$ cat config.mk
export PLATFORM = sky130hd
export DESIGN_NAME = output_latch
export DESIGN_NICKNAME = d
export VERILOG_FILES = /design/src/shared/ctl_line_pkg.sv /design/src/rtl/strobe_sync.sv /design/src/rtl/output_latch.sv
export SDC_FILE = /design/constraint.sdc
export NUM_CORES = 1
export LEC_CHECK = 0
export BUFFER_PORTS_ARGS = -buffer_cell sky130_fd_sc_hd__buf_2
export CORE_ASPECT_RATIO = 0.8
export CORE_UTILIZATION = 45
export CTS_BUF_LIST = sky130_fd_sc_hd__clkbuf_2
export DETAILED_ROUTE_END_ITERATION = 16
export GPL_ROUTABILITY_DRIVEN = 0
export MAX_ROUTING_LAYER = met4
export PLACE_DENSITY = 0.63
export SYNTH_ARGS = -nofsm -noshare
export SYNTH_HDL_FRONTEND = slang
export SYNTH_SLANG_ARGS = --single-unit
$ cat constraint.sdc
create_clock -name core_clk -period 5 [get_ports core_clk]
set_input_delay 0.5 -clock core_clk [delete_from_list [all_inputs] [get_ports core_clk]]
set_output_delay 0.5 -clock core_clk [all_outputs]
set_load 0.05 [all_outputs]
$ cat src/shared/ctl_line_pkg.sv
// Constants for the sixteen-line output latch
`default_nettype none
package ctl_line_pkg;
  localparam int          BYTE_W          = 8;
  localparam int          LINE_COUNT      = 16;
  localparam logic [7:0]  DEV_ADDR_RESET  = 8'h71;
  localparam logic [15:0] LINES_RESET     = 16'h0000;
  localparam int          UPPER_LSB       = 8;
  localparam int          LOWER_LSB       = 0;
  localparam int          SYNC_STAGES     = 2;
  localparam int          REPLY_CYCLES    = 2;
  localparam int          CLK_PERIOD_NS   = 25;
endpackage
`default_nettype wire

$ cat src/rtl/strobe_sync.sv
// Two-stage synchroniser with rising-edge pulse for one strobe
`default_nettype none
module strobe_sync
  import ctl_line_pkg::*;
(
  input  wire logic core_clk,
  input  wire logic rst,
  input  wire logic strobe_in,
  output logic      level_out,
  output logic      rise_pulse
);
  logic meta_reg;
  logic sync_reg;
  logic prev_reg;

  always_ff @(posedge core_clk or posedge rst)
  begin
    if (rst)
    begin
      meta_reg <= 1'b0;
      sync_reg <= 1'b0;
      prev_reg <= 1'b0;
    end
    else
    begin
      meta_reg <= strobe_in;
      sync_reg <= meta_reg;
      prev_reg <= sync_reg;
    end
  end

  assign level_out  = sync_reg;
  assign rise_pulse = sync_reg & ~prev_reg;
endmodule
`default_nettype wire

$ cat src/rtl/output_latch.sv
// Sixteen-line latched output port on the processor parallel I/O bus
// Contract
// - Output command resets steering to upper byte
// - Output command clears all sixteen line registers
// - Initialize resets steering and clears lines
// - First write after reset loads upper byte
// - Second consecutive write loads lower byte
// - Steering returns upper after second write
// - Lines hold steady until next write or output command
// - Stored one grounds line, zero releases
// - No status byte is ever returned
// - Bus data is only taken in, as address or write data; no read path
// - Never raises an interrupt request
// - Device number strap-selectable, default 71 hex
// - Each line has its own storage flip-flop
// - Matching address strobe sets module selected
// - Each selected data strobe returns sync, latches unless an output command coincides
// - System clear deselects the module
`default_nettype none
module output_latch
  import ctl_line_pkg::*;
#(
  parameter int             LINES    = LINE_COUNT,
  parameter logic [7:0]     DEV_ADDR = DEV_ADDR_RESET
)
(
  input  wire logic             core_clk,
  input  wire logic             rst,
  input  wire logic [7:0]       dev_addr_strap,
  input  wire logic             address_strobe,
  input  wire logic             data_avail_strobe,
  input  wire logic             cmd_strobe,
  input  wire logic [7:0]       bus_data_line,
  output logic                  sync_reply,
  output logic                  irq_req,
  output logic [7:0]            status_byte,
  output logic [LINES-1:0]      output_line_o,
  output logic [LINES-1:0]      output_line_oe_n
);
  // ********************************************************
  // Input synchronisation
  // ********************************************************
  logic adr_rise;
  logic dav_rise;
  logic cmd_rise;
  logic [7:0] data_meta_reg;
  logic [7:0] data_sync_reg;
  logic [7:0] strap_meta_reg;
  logic [7:0] strap_sync_reg;
  logic [7:0] dev_num_reg;
  logic [1:0] strap_wait_reg;
  logic       strap_taken_reg;

  strobe_sync u_adr (
    .core_clk   (core_clk),
    .rst        (rst),
    .strobe_in  (address_strobe),
    .level_out  (),
    .rise_pulse (adr_rise)
  );
  strobe_sync u_dav (
    .core_clk   (core_clk),
    .rst        (rst),
    .strobe_in  (data_avail_strobe),
    .level_out  (),
    .rise_pulse (dav_rise)
  );
  strobe_sync u_cmd (
    .core_clk   (core_clk),
    .rst        (rst),
    .strobe_in  (cmd_strobe),
    .level_out  (),
    .rise_pulse (cmd_rise)
  );

  // Data settles before the strobe edge is seen, so two stages are enough
  always_ff @(posedge core_clk or posedge rst)
  begin
    if (rst)
    begin
      data_meta_reg  <= 8'h00;
      data_sync_reg  <= 8'h00;
      strap_meta_reg <= 8'h00;
      strap_sync_reg <= 8'h00;
    end
    else
    begin
      data_meta_reg  <= bus_data_line;
      data_sync_reg  <= data_meta_reg;
      strap_meta_reg <= dev_addr_strap;
      strap_sync_reg <= strap_meta_reg;
    end
  end

  // ********************************************************
  // Device number strap, caught after reset release
  // ********************************************************
  // Wait until the strap has crossed both stages, else zero is taken
  always_ff @(posedge core_clk or posedge rst)
  begin
    if (rst)
    begin
      dev_num_reg     <= DEV_ADDR;
      strap_wait_reg  <= 2'd0;
      strap_taken_reg <= 1'b0;
    end
    else if (strap_wait_reg != 2'(SYNC_STAGES))
    begin
      strap_wait_reg <= strap_wait_reg + 2'd1;
    end
    else if (!strap_taken_reg)
    begin
      dev_num_reg     <= strap_sync_reg;
      strap_taken_reg <= 1'b1;
    end
  end

  // ********************************************************
  // Selection and steering
  // ********************************************************
  logic             selected_reg;
  logic             selected_next;
  logic             lower_sel_reg;
  logic             lower_sel_next;
  logic [LINES-1:0] lines_reg;
  logic [LINES-1:0] lines_next;
  logic [1:0]       reply_cnt_reg;
  logic [1:0]       reply_cnt_next;
  logic             addr_match;
  logic             write_hit;
  logic             cmd_hit;
  logic             upper_byte_gate;
  logic             lower_byte_gate;

  assign addr_match      = (data_sync_reg == dev_num_reg);
  assign write_hit       = dav_rise & selected_reg;
  assign cmd_hit         = cmd_rise & selected_reg;
  assign upper_byte_gate = write_hit & ~lower_sel_reg & ~cmd_hit;
  assign lower_byte_gate = write_hit & lower_sel_reg & ~cmd_hit;

  // Match or mismatch decides selection on every address strobe
  assign selected_next = adr_rise ? addr_match : selected_reg;

  // Command wins over a coincident write: the pair restarts
  assign lower_sel_next = cmd_hit ? 1'b0 :
                          upper_byte_gate ? 1'b1 :
                          lower_byte_gate ? 1'b0 :
                          lower_sel_reg;

  always_comb
  begin
    lines_next = lines_reg;
    if (cmd_hit)
      lines_next = LINES_RESET;
    else if (upper_byte_gate)
      lines_next[UPPER_LSB +: BYTE_W] = data_sync_reg;
    else if (lower_byte_gate)
      lines_next[LOWER_LSB +: BYTE_W] = data_sync_reg;
  end

  // Reply stands two cycles so a slow sampler still sees it
  assign reply_cnt_next = write_hit ? 2'(REPLY_CYCLES) :
                          (reply_cnt_reg != 2'd0) ? reply_cnt_reg - 2'd1 : 2'd0;

  always_ff @(posedge core_clk or posedge rst)
  begin
    if (rst)
    begin
      selected_reg  <= 1'b0;
      lower_sel_reg <= 1'b0;
      lines_reg     <= LINES_RESET;
      reply_cnt_reg <= 2'd0;
    end
    else
    begin
      selected_reg  <= selected_next;
      lower_sel_reg <= lower_sel_next;
      lines_reg     <= lines_next;
      reply_cnt_reg <= reply_cnt_next;
    end
  end

  // ********************************************************
  // Outputs
  // ********************************************************
  // Open-collector: a one conducts (drive low), a zero floats
  always_ff @(posedge core_clk or posedge rst)
  begin
    if (rst)
    begin
      sync_reply       <= 1'b0;
      irq_req          <= 1'b0;
      status_byte      <= 8'h00;
      output_line_o    <= '0;
      output_line_oe_n <= '1;
    end
    else
    begin
      sync_reply       <= (reply_cnt_next != 2'd0);
      irq_req          <= 1'b0;
      status_byte      <= 8'h00;
      output_line_o    <= '0;
      output_line_oe_n <= ~lines_next;
    end
  end

  // ********************************************************
  // Assertions
  // ********************************************************
  property p_cmd_clears;
    @(posedge core_clk) disable iff (rst)
    cmd_hit |=> (lines_reg == LINES_RESET) && !lower_sel_reg;
  endproperty
  a_cmd_clears: assert property (p_cmd_clears)
    else $error("command did not clear lines and steering");

  property p_upper_load;
    @(posedge core_clk) disable iff (rst)
    upper_byte_gate |=> lines_reg[15:8] == $past(data_sync_reg) && lower_sel_reg;
  endproperty
  a_upper_load: assert property (p_upper_load)
    else $error("first write did not load upper byte");

  property p_lower_load;
    @(posedge core_clk) disable iff (rst)
    lower_byte_gate |=> lines_reg[7:0] == $past(data_sync_reg) && !lower_sel_reg;
  endproperty
  a_lower_load: assert property (p_lower_load)
    else $error("second write did not load lower byte");

  property p_hold;
    @(posedge core_clk) disable iff (rst)
    !write_hit && !cmd_hit |=> $stable(lines_reg);
  endproperty
  a_hold: assert property (p_hold)
    else $error("lines changed without a write");

  property p_drive;
    @(posedge core_clk) disable iff (rst)
    ##1 output_line_oe_n == ~lines_reg;
  endproperty
  a_drive: assert property (p_drive)
    else $error("line drive does not follow stored bits");

  property p_reply;
    @(posedge core_clk) disable iff (rst)
    write_hit |=> sync_reply [*2];
  endproperty
  a_reply: assert property (p_reply)
    else $error("sync reply missing after selected strobe");

  property p_no_irq;
    @(posedge core_clk) disable iff (rst)
    !irq_req && status_byte == 8'h00;
  endproperty
  a_no_irq: assert property (p_no_irq)
    else $error("interrupt or status raised");

  property p_deselect;
    @(posedge core_clk) disable iff (rst)
    adr_rise && !addr_match |=> !selected_reg ##1 !sync_reply;
  endproperty
  a_deselect: assert property (p_deselect)
    else $error("mismatched address did not deselect");

  property p_strap_capture;
    @(posedge core_clk) disable iff (rst)
    strap_wait_reg == 2'(SYNC_STAGES) && !strap_taken_reg
      |=> strap_taken_reg && dev_num_reg == $past(strap_sync_reg);
  endproperty
  a_strap_capture: assert property (p_strap_capture)
    else $error("strap value not taken after synchronisation");

  property p_select;
    @(posedge core_clk) disable iff (rst)
    adr_rise && addr_match |=> selected_reg;
  endproperty
  a_select: assert property (p_select)
    else $error("matching address did not select");

  property p_ignore_unselected;
    @(posedge core_clk) disable iff (rst)
    dav_rise && !selected_reg |=> $stable(lines_reg) && $stable(lower_sel_reg);
  endproperty
  a_ignore_unselected: assert property (p_ignore_unselected)
    else $error("write acted while module not selected");

  property p_cmd_ignored;
    @(posedge core_clk) disable iff (rst)
    cmd_rise && !selected_reg |=> $stable(lines_reg) && $stable(lower_sel_reg);
  endproperty
  a_cmd_ignored: assert property (p_cmd_ignored)
    else $error("command acted while module not selected");

  property p_reply_len;
    @(posedge core_clk) disable iff (rst)
    write_hit ##1 !write_hit ##1 !write_hit |=> !sync_reply;
  endproperty
  a_reply_len: assert property (p_reply_len)
    else $error("sync reply stood longer than two cycles");
endmodule
`default_nettype wire

---- Word level (Yosys, flattened, before mapping) ----
Index checks and enable logic that the tools add are counted.
storage, ports and cells
  register bits ........................... 89
  input bits .............................. 21
  output and inout bits ................... 42
  word-level logic and storage cells ...... 56
operators by class
  $add $sub $neg .......................... 2
  eq/ne operators ......................... 2
  muxes and demuxes ....................... 9
  bitwise logic cells ..................... 17
  reductions and logical operators ........ 4
operators with widths
  cell                   number
  $mux W8                3
  $mux W16               1
  $not A16 Y16           1
  $and A1 B1 Y1          9
  $eq A8 B8 Y1           1
  $not A1 Y1             7
  $mux W2                2
  $reduce_bool A2 Y1     2
  $mux W1                3
  $reduce_bool A3 Y1     1
  $add A2 B1 Y2 const B  1
  $ne A2 B2 Y1 const B   1
  $reduce_and A2 Y1      1
  $sub A2 B1 Y2 const B  1

---- Longest topological paths before layout ----
Gate-level depths: netlist (run 1).
  depth after elaboration ................. 9
  depth in mapped cells ................... 5
  gate-level depth less buffers ........... 4

---- Hierarchy ----
From an unflattened synthesis (run 1), not the netlist that was laid out.
second synthesis, totals
  cells, all modules ...................... 200
  area, all modules ....................... 3138.0 sq um
modules (own cells, without submodules)
  module        instances  cells each  area each (sq um)  sequential area each (sq um)
  output_latch  1          185         2860.2             2026.9
  strobe_sync   3          5           92.6               75.1

---- Least setup slack after synthesis (run 1) ----
No wires, ideal clock.
  path kind ............................... register to register
  start point ............................. register strap_wait_reg[0]
  end point ............................... register dev_num_reg[1]
  data arrival time ....................... 1.263 ns
  required time ........................... 4.875 ns
  slack ................................... 3.612 ns
  cell stages (with the launch flop) ...... 6
  path buffers ............................ 1
  clock period less this slack ............ 1.388 ns
  path through ............................ dfrtp_1 > inv_1 > ha_1 > nor2b_1 > buf_2 > mux2_2
on the way
  longest elaborated chain between the ends .. 3
RTL lines
  what                                RTL line             source
  start: declaration                  output_latch.sv:51   logic [1:0] strap_wait_reg;
  start signal: assignment            output_latch.sv:109  strap_wait_reg <= strap_wait_reg + 2'd1;
  $ne A2 B2 Y1                        output_latch.sv:107  else if (strap_wait_reg != 2'(SYNC_STAGES))
  $not A1 Y1 (no source line)         --
  $reduce_and A2 Y1 (no source line)  --
  end signal: assignment              output_latch.sv:113  dev_num_reg <= strap_sync_reg;
  end: declaration                    output_latch.sv:50   logic [7:0] dev_num_reg;
Every way passes these cells.
A chain may end at the register's enable or synchronous reset.

---- Worst setup path in the final report (run 1) ----
  start point ............................. register output_line_oe_n[12]
  end point ............................... output port output_line_oe_n[12]
RTL lines
  what                      RTL line             source
  start: declaration        output_latch.sv:38   output logic [LINES-1:0] output_line_oe_n
  start signal: assignment  output_latch.sv:203  output_line_oe_n <= ~lines_next;
No word-level cell between the ends.

==> summary.md, run 1 <==
| Metric | Value |
|---|---|
| Layout cells sized above 1 | 0.326 |
| P per Cell Area | 326 mW/mm² |
| Via count | about 1700 |
| Pre-CTS worst setup slack | 3.21 ns |
| Die Width | about 96 µm |
| Met2 Use GR | 0.226 |
| Crit path DAT | approximately 1.3 ns |
| Routing usage on met3 | 0.0774 |
| Startpoint Class | register |
| Final core utilization | 0.549 |
| Root Driver | clkbuf_2 |
| Area grow syn2layout | 14.4% |
| Final setup TNS | 0 ns |
| GR Overflow Total | 0 |
| Post-synth EDFFs | 0 |
| Placeable Area | 0.00657 mm² |
| Syn Inst Count | 212 |
| CTS clock-pin slew for the worst setup and hold paths | 0.22 ns |
| Hold Path Stages | 0 |
| DRC | 0 |
| Clk_skew | ~0.022 ns |
| Total track usage | 0.156 |
| Worst-margin pin slew | 0.696 ns |
| Crit path buf inv count | 1 |
| IO Pins | 63 |
| Synth top area cells | dfrtp_1, dfstp_2, buf_4, mux2_2, xnor2_1 |
| Post-Syn Area | 0.00315 mm² |
| Avg Cell Area, Syn | 14.9 µm² |
| Crit path launch | output_line_oe_n[12] |
| Total power | 1.17 mW |
| Vias/cell | ~4.6 |
| Critical-path maximum fanout | 1 |
| DRT Wirelength | roughly 4800 µm |
| Hold slack | 0.370 ns |
| R2r startpoint | strap_wait_reg[0] |
| Synth area leader | dfrtp_1 |
| Max-slew violations | 0 |
| CTS Buffer Depth | 2 |
| ANT cells | 0 |
| Fin crit period | 1.84 ns |
| Vias in the first global route | roughly 1700 |
| Clock latency on the worst-skew pair | 0.53 ns |
| Worst hold-check path type | reg -> reg |
| Final hold violation count | 0 |
| Clock tree from TritonCTS | done |
| ANT nets after route | 0 |
| Max frequency | between 0.5 and 0.6 GHz |
| Post-synth top area share | 0.548 |
| FF-to-FF path depth | 4 |
| Detailed Routing Iterations Pass 1 | 4 |
| GR peak layer | met2 |
| Worst path max stage delay | 0.57 ns |
| Worst path slowest cell | dfstp_2 |
| RSZ-0062 raised after global routing | false |
| Rel. slew slack | 0.536 |
| PortBufs | 37 |
| Post-synth ARST share | 1.00 |
| Critical Path RT | 4.50 ns |
| Largest net degree at the start of global routing | 51 |
| Cells along the critical path | buf_2 |
| Worst vdd ir | about 200 µV |
| Top delay family on crit path | flip-flops |
| CTS H-Tree Depth | 3 |
| Leak Pwr | 1.62 nW |
| Yosys cell types | 33 |
| Fin nets | 296 |
| Clock sinks | just under 90 |
| Die Area | around 0.0073 mm² |
| Setup WS post-layout | around 3.2 ns |
| Status | finished, final reports clean |
| First-pass GRT wire length | a little over 8000 µm |
| CP Class | reg -> out |
| Maxcap violations | 0 |
| Die height | a little under 80 µm |
| Final HPWL DP | 3000 µm |
| Crit share post-route | 0.368 |
| Seq/Total Area, Yosys | 0.715 |
| CTS buffer count | 9 |
| FP Rows | 26 |
| Post-CTS resize count | 0 |
| Min-delay src | data_meta_reg[4] |
| Initial Utilization | 0.479 |
| Drt wl/cell | between 10 and 15 µm |
| Top FF cell, synth | dfrtp_1 |
| Fillers | 577 |
| Met1 Resource Use GR | 0.195 |
| Synthesis Warnings | 0 |
| #FFs+latches synth | about 90 |
| Initial antenna violation count | 0 |
| CP Depth | 1 |
| Setup violations, final | 0 |
| Iter 0 DRT Violations | 81 |
| Critical Path Sink Type | output port |
[where the power goes]
| group | leakage, nW | switching [mW] | internal, mW |
|---|---|---|---|
| clock | 0.0506 | 0.235 | 0.0673 |
| sequential | 1.06 | 0.0164 | 0.750 |
| combinational | 0.512 | 0.0744 | 0.0303 |
| total | 1.62 | 0.326 | 0.848 |
[metrics by stage]
step,instances,instance area [µm²]
6_report,363,3600
5_1_grt,363,3600
4_1_cts,358,3550
3_5_place_dp,327,3310
2_1_floorplan,236,3240
3_3_place_gp,327,3310
[layout by cell type (no fill, tap or decap)]
cell and n:
nor3_4 1, nor2b_2 1, nand2_1 19, inv_1 2
a21o_1 8, mux2_2 8, nand4_1 2, dfrtp_1 69
conb_1 25, clkbuf_2 10, a21oi_1 8, nand3b_2 1
or2_2 1, and3b_1 1, nand2b_1 1, a22o_1 6
nor2b_1 1, xnor2_1 9, clkinvlp_4 4, xor2_1 1
and4b_1 1, o41ai_1 1, a22oi_1 8, nor2_1 1
clkinv_2 2, and2_1 1, nand4b_1 1, dlygate4sd3_1 20
nor3b_2 1, dfstp_2 20, inv_6 1, buf_2 37
a22o_4 2, ha_1 1, o21ai_2 1, o21ai_0 2
buf_4 1
[cell families after synthesis]
logic type | Yosys count | synth area share
buf+inv | 34 | 0.0762
compound gates | 36 | 0.0874
xor+xnor | 10 | 0.0278
simple gates | 33 | 0.0600
mux | 8 | 0.0286
fa+ha+maj | 1 | 0.00397
other cells | 1 | 0.00119
flops | 89 | 0.715
[timing repair]
| item | in CTS | in global routing |
|---|---|---|
| hold endpoints to repair | 48 | 5 |
| setup buffers | 0 | 0 |
| hold buffers | 15 | 5 |
[synthesized netlist by cell type (all sizes together), types with 2 or more instances]
master and number:
dfrtp 69, buf 31, dfstp 20, nand2 19, xnor2 9, a21o 8, a21oi 8, a22o 8
a22oi 8, mux2 8, inv 3, o21ai 3, nand4 2, nor2b 2
[routing by layer]
layer	part of all wire	wire length, µm
met2	0.48	2270
met1	0.45	2160
met3	0.063	300
met5	0	0
met4	0.0078	37
[final timing paths]
| path | to | slack, ns |
|---|---|---|
| worst min register to register | data_sync_reg[4] | 0.37 |
| worst max-delay path | output_line_oe_n[12] | 3.16 |
| worst min-delay path | data_sync_reg[4] | 0.37 |
| min in group asynchronous | u_dav.meta_reg | 0.55 |
| max in group asynchronous | lines_reg[9] | 3.38 |
| worst max register to register | dev_num_reg[3] | 3.19 |
[final cells by class]
class	count	area, µm²	share of cell area
Clock buffer	10	50.0	0.0139
Tap cell	84	105	0.0292
Multi-Input combinational cell	113	748	0.208
Clock inverter	6	43.8	0.0121
Timing Repair Buffer	58	393	0.109
Sequential cell	89	2250	0.625
Inverter	3	12.5	0.00347
(Power assumes the default switching activity.)
==> run 2: changes to the inputs <==
ABC_AREA = 1   (was unset)
PLACE_DENSITY = 0.64   (was 0.63)
clock period = 1.73 ns   (was 5 ns; I/O delays follow)
==> run 2 against run 1 <==
Die area shrank 2.7%. Synthesized cell count grew 16%. Global-route usage shrank 1.3 points. Register-to-register slack lost 3.0 ns. Synthesized area shrank 2.7%. Via count grew 2.0%. Power grew to 3.3 times the previous value. Non-clock buffer count grew 2. Critical path depth grew 5. Sequential power grew to 2.9 times the previous value. Combinational power grew to 3.4 times the previous value.
==> summary.md, run 2 <==
| Metric | Value |
|---|---|
| Most frequent cells in the layout | dfrtp_1, buf_2, inv_1 |
| Die height | 75.8 µm |
| Synth top area cells | dfrtp_1, dfstp_2, buf_4, inv_1, nand3_1 |
| Vias in the first global route | 1568 |
| R2r startpoint | selected_reg |
| Largest net degree at the start of global routing | 90 |
| Avg Cell Area, Syn | ~13 µm² |
| IO Pins | 63 |
| Vias/cell | 4.25 |
| CTS Buffer Depth | 2 |
| Critical Path Sink Type | register |
| Clock latency on the worst-skew pair | 0.51 ns |
| Placeable Area | 0.00647 mm² |
| Synth area leader | dfrtp_1 |
| Worst vdd ir | 559 µV |
| Die Area | 0.00715 mm² |
| Post-synth ARST share | 1.00 |
| Post-Syn Area | a little over 0.003 mm² |
| Most frequent CP cell | inv_1 |
| Layout cells sized above 1 | 0.264 |
| Flip-flop and latch area | 0.00225 mm² |
| FP Rows | 26 |
| Critical Path RT | 2.18 ns |
| GR Overflow Total | 0 |
| Setup Buffers After CTS | 0 |
| Max frequency | 0.656 GHz |
| Die Width | 94.3 µm |
| PortBufs | 37 |
| Via count | 1709 |
| Crit path buf inv count | 2 |
| CP Depth | 6 |
| FF-to-FF path depth | 6 |
| Root Driver | clkbuf_2 |
| Setup violations, final | 0 |
| Crit share post-route | 0.881 |
| Post-synth top cells | dfrtp_1, inv_1, buf_4 |
| Crit path DAT | 1.97 ns |
| Worst path max stage delay | 0.41 ns |
| Top FF cell, synth | dfrtp_1 |
| Leak Pwr | about 1.7 nW |
| Status | finished, final reports clean |
| Detailed Routing Iterations Pass 1 | 4 |
| Leading cell type in the layout, fill and taps excluded | dfrtp_1 |
| Count leader, synth | dfrtp_1 |
| Clock tree from TritonCTS | done |
| Seq/Total Area, Yosys | 0.735 |
| ANT nets after route | 0 |
| Syn Inst Count | 245 |
| Iter 0 DRT Violations | 79 |
| Total track usage | 0.143 |
| Worst R2R Setup Slack | 0.21 ns |
| #FFs+latches synth | 89 |
| Total power | 3.86 mW |
| Startpoint Class | register |
| ANT cells | 0 |
| Initial Utilization | 0.473 |
| Clk_skew | 0.0204 ns |
| Clock sinks | 89 |
| Yosys cell types | 19 |
| First-pass GRT wire length | 7160 µm |
| CP Class | reg -> reg |
| Top delay family on crit path | simple AND/OR/NAND/NOR gates |
| CTS H-Tree Depth | 3 |
| Post-synth top area share | 0.563 |
| Worst setup endpoint | output_line_oe_n[5] |
| Final core utilization | 0.564 |
| Fillers | 560 |
| Final setup TNS | 0 ns |
| Cells along the critical path | inv_1 -> nor2_1 -> nand2_2 -> nand3_1 -> o21ai_0 -> inv_1 |
| DRT Wirelength | approximately 4300 µm |
| Crit path launch | selected_reg |
| Fin nets | between 300 and 400 |
| FF-to-FF End | output_line_oe_n[5] |
| CTS clock-pin slew for the worst setup and hold paths | around 0.23 ns |
| CTS buffer count | 9 |
| Final hold violation count | 0 |
| Final HPWL DP | 2800 µm |
| Multi-input gate area | 566 µm² |
| Post-synth EDFFs | 0 |
| RSZ-0062 raised after global routing | false |
| Worst path slowest cell | dfrtp_1 |
| P per Cell Area | 1060 mW/mm² |
| Initial antenna violation count | 0 |
| Maxcap violations | 0 |
| Drt wl/cell | 10.7 µm |
| DRC | 0 |
| Worst hold-check path type | in -> reg |
| Critical-path maximum fanout | 11 |
| Max-slew violations | 0 |
| Area grow syn2layout | 19.1% |
| Synthesis Warnings | 0 |
| Fin crit period | ~1.5 ns |
-- run 2: changes by cell type in the layout (fill, tap and decap cells not counted), sizes merged, moves of 6 or more --
cell / delta
a22o: -8
inv: +33
o21ai: +14
xnor2: -6
nor2: +10
nand2: +6
a22oi: -8
a21o: -8
nand3: +21
-- run 2: layout make-up --
type,count,share of cell area
Tap cell,84,0.0288
Clock buffer,9,0.0123
Multi-Input combinational cell,116,0.155
Clock inverter,7,0.0326
Timing Repair Buffer,60,0.115
Inverter,37,0.0391
Sequential cell,89,0.617
-- run 2: per-stage QoR --
step	cell area (µm²)	hold WS (ns)	instances	setup WS, ns
2_1_floorplan	3160	0.204	269	0.360
3_3_place_gp	3290	0.280	366	0.236
3_5_place_dp	3290	0.282	366	0.178
4_1_cts	3650	0.229	402	0.158
5_1_grt	3650	0.210	402	0.0369
6_report	3650	0.277	402	0.206
-- run 2: worst reg2reg max path, stage by stage (launching register included) --
cell and delay [ns]:
dfrtp_1 0.41, inv_1 0.13, nor2_1 0.08, nand2_2 0.17, nand3_1 0.27, o21ai_0 0.31
inv_1 0.10
-- run 2: how the worst min path moves through the flow --
| stage | cells past startpoint | from | end |
|---|---|---|---|
| 6_report | 2 | bus_data_line[7] | data_meta_reg[7] |
| 5_1_grt | 2 | bus_data_line[0] | data_meta_reg[0] |
| 4_1_cts | 2 | bus_data_line[6] | data_meta_reg[6] |
| 3_5_place_dp | 1 | dev_addr_strap[3] | strap_meta_reg[3] |
| 3_3_place_gp | 1 | bus_data_line[3] | data_meta_reg[3] |
| 2_1_floorplan | 0 | bus_data_line[0] | data_meta_reg[0] |
-- run 2: cell families after synthesis --
group / count (synthesis) / synth area share
adder cells (fa/ha/maj): 1 / 0.00408
buffers and inverters: 64 / 0.110
other: 1 / 0.00122
AND/OR/NAND/NOR: 60 / 0.0882
flip-flops: 89 / 0.735
AO/OA/AOI/OAI: 23 / 0.0384
multiplexers: 4 / 0.0147
XOR/XNOR: 3 / 0.00858
-- run 2: power breakdown --
group	switching [mW]	leakage (nW)	internal, mW
Clock	0.654	0.0881	0.621
Sequential	0.0345	1.06	2.19
Combinational	0.272	0.588	0.0897
-- run 2: timing repair --
item,CTS,global route
hold buffers,20,0
gates resized for setup,0,1
setup endpoints to repair,0,1
endpoints found under the hold margin,88,0
-- run 2: routing by layer --
layer / vias up / GRT usage / share of wire
li1: 848 / - / -
met2: 44 / 0.205 / 0.44
met4: 0 / 0.0410 / 0.011
met1: 810 / 0.178 / 0.48
met5: - / - / 0
met3: 7 / 0.0719 / 0.065
==> run 3: changes to the inputs <==
CELL_PAD_IN_SITES_DETAIL_PLACEMENT = 1   (was unset)
CELL_PAD_IN_SITES_GLOBAL_PLACEMENT = 2   (was unset)
CORE_UTILIZATION = 37   (was 45)
PLACE_DENSITY = 0.77   (was 0.64)
SETUP_SLACK_MARGIN = 0.05   (was unset)
==> run 3 against run 2 <==
Die area is 21% higher. Via count is 2.2% higher. Worst hold slack worse by 0.0015 ns. Utilization is 11 points lower. Power is 11% lower. Critical path depth is 5 lower. Largest cell class unchanged. Clock power is 34% lower. Clock skew is 0.0071 ns higher. Register-to-register slack hardly changed. Final area is 1.3% lower. Count of clock-buffer cells in the layout is 1 higher.
==> summary.md, run 3 (synthesis results as in run 2) <==
| Metric | Value |
|---|---|
| Vias in the first global route | 1884 |
| FF-to-FF path depth | 6 |
| DRC | 0 |
| Final HPWL DP | around 3300 µm |
| Met3 WL post-DR | 266 µm |
| Initial antenna violation count | 0 |
| ANT nets after route | 0 |
| Layout cells sized above 1 | 0.261 |
| Leak Pwr | 1.71 nW |
| CTS clock-pin slew for the worst setup and hold paths | 0.23 ns |
| Worst hold-check path type | in -> async |
| Critical-path maximum fanout | 1 |
| Worst R2R Setup Slack | 0.22 ns |
| Crit share post-route | 0.877 |
| IO Pins | 63 |
| Die Area | just under 0.009 mm² |
| Most frequent cells in the layout | dfrtp_1, buf_2, inv_1 |
| P per Cell Area | 952 mW/mm² |
| CTS H-Tree Depth | 3 |
| Clock tree from TritonCTS | done |
| Die height | between 80 and 90 µm |
| Clk_skew | 0.0275 ns |
| DRT Wirelength | just under 5000 µm |
| First-pass GRT wire length | 8730 µm |
| CTS Buffer Depth | 2 |
| Worst setup endpoint | output_line_oe_n[3] |
| Detailed Routing Iterations Pass 1 | 3 |
| Clock sinks | 89 |
| Top delay family on crit path | flip-flops |
| Leading cell type in the layout, fill and taps excluded | dfrtp_1 |
| Total track usage | 0.135 |
| PortBufs | 37 |
| Iter 0 DRT Violations | 22 |
| FF-to-FF End | output_line_oe_n[0] |
| Via count | between 1500 and 2000 |
| Critical Path RT | 1.56 ns |
| Hold slack | 0.275 ns |
| Crit path buf inv count | 1 |
| Worst vdd ir | 461 µV |
| R2r startpoint | selected_reg |
| Max-slew violations | 0 |
| Final setup TNS | 0 ns |
| Root Driver | clkbuf_2 |
| Area grow syn2layout | 17.5% |
| Clock latency on the worst-skew pair | 0.51 ns |
| CP Class | reg -> out |
| ANT cells | 0 |
| Worst path max stage delay | a little under 0.6 ns |
| Largest net degree at the start of global routing | 90 |
| Critical Path Sink Type | output port |
| Die Width | 104 µm |
| Startpoint Class | register |
| M1 WL | between 2000 and 2500 µm |
| CP Depth | 1 |
| Drt wl/cell | ~12 µm |
| Cells along the critical path | buf_2 |
| Fin crit period | between 1.5 and 2 ns |
| Crit path DAT | 1.34 ns |
| Setup violations, final | 0 |
| RSZ-0062 raised after global routing | true |
| Vias/cell | 4.10 |
| Placeable Area | approximately 0.008 mm² |
| Worst path slowest cell | dfstp_2 |
| Setup Buffers After CTS | 0 |
| Crit path launch | output_line_oe_n[3] |
| Initial Utilization | 0.384 |
| Status | finished, final reports clean |
| GR Overflow Total | 0 |
| Fillers | 877 |
| CTS buffer count | 9 |
| Final core utilization | 0.451 |
| Met2 wire len | 2320 µm |
| Highest routed layer | met4 |
| Total power | 3.43 mW |
| Fin nets | ~340 |
| Final hold violation count | 0 |
| FP Rows | 29 |
| Max frequency | 0.659 GHz |
| Maxcap violations | 0 |
[run 3: cell count changes in the layout (fill, tap and decap cells not counted), sizes merged]
cell,change
bufinv,-3
clkbuf,+1
clkinv,+3
clkinvlp,-1
[run 3: power by group]
| part | leakage, nW | internal [mW] | switching, mW |
|---|---|---|---|
| Combinational | 0.588 | 0.0898 | 0.274 |
| Clock | 0.0591 | 0.186 | 0.653 |
| Sequential | 1.06 | 2.19 | 0.0347 |
[run 3: per-layer routing]
metal  vias up  GRT usage
met5         -          -
met4         0     0.0429
met3         8     0.0487
met2        49      0.204
met1       849      0.171
li1        840          -
[run 3: worst min-delay path: cells and delay by family]
| family | cells | cell delay [ns] |
|---|---|---|
| buffers and inverters | 4 | 1.08 |
[run 3: through the flow]
| stage | cells | area (µm²) | worst slack [ns] |
|---|---|---|---|
| finish | 426 | 3600 | 0.213 |
| global route | 426 | 3600 | 0.0336 |
| CTS | 426 | 3600 | 0.153 |
| detailed placement | 390 | 3320 | 0.234 |
| global placement | 390 | 3320 | 0.291 |
| floorplan | 269 | 3160 | 0.360 |
[run 3: worst min path at each step]
| stage | start | to | slack (ns) |
|---|---|---|---|
| after floorplan | bus_data_line[0] | data_meta_reg[0] | 0.20 |
| after global placement | dev_addr_strap[2] | strap_meta_reg[2] | 0.28 |
| after detailed placement | cmd_strobe | u_cmd.meta_reg | 0.28 |
| after CTS | dev_addr_strap[3] | strap_meta_reg[3] | 0.22 |
| after global routing | dev_addr_strap[6] | strap_meta_reg[6] | 0.20 |
| final | rst | sync_reply | 0.28 |
[run 3: final cells by class]
| class | count | area (µm²) | area share |
|---|---|---|---|
| clock buffers | 10 | 50.0 | 0.0139 |
| clock inverters | 6 | 35.0 | 0.00973 |
| inverters | 37 | 143 | 0.0396 |
| multi-input cells | 116 | 566 | 0.157 |
| flip-flops and latches | 89 | 2250 | 0.625 |
| well taps | 108 | 135 | 0.0375 |
| repair buffers | 60 | 420 | 0.117 |
[run 3: repair_timing]
| action | CTS | global route |
|---|---|---|
| hold buffers | 20 | 0 |
| resized for setup | 0 | 1 |
| setup endpoints to repair | 0 | 6 |
| hold endpoints to repair | 88 | 0 |
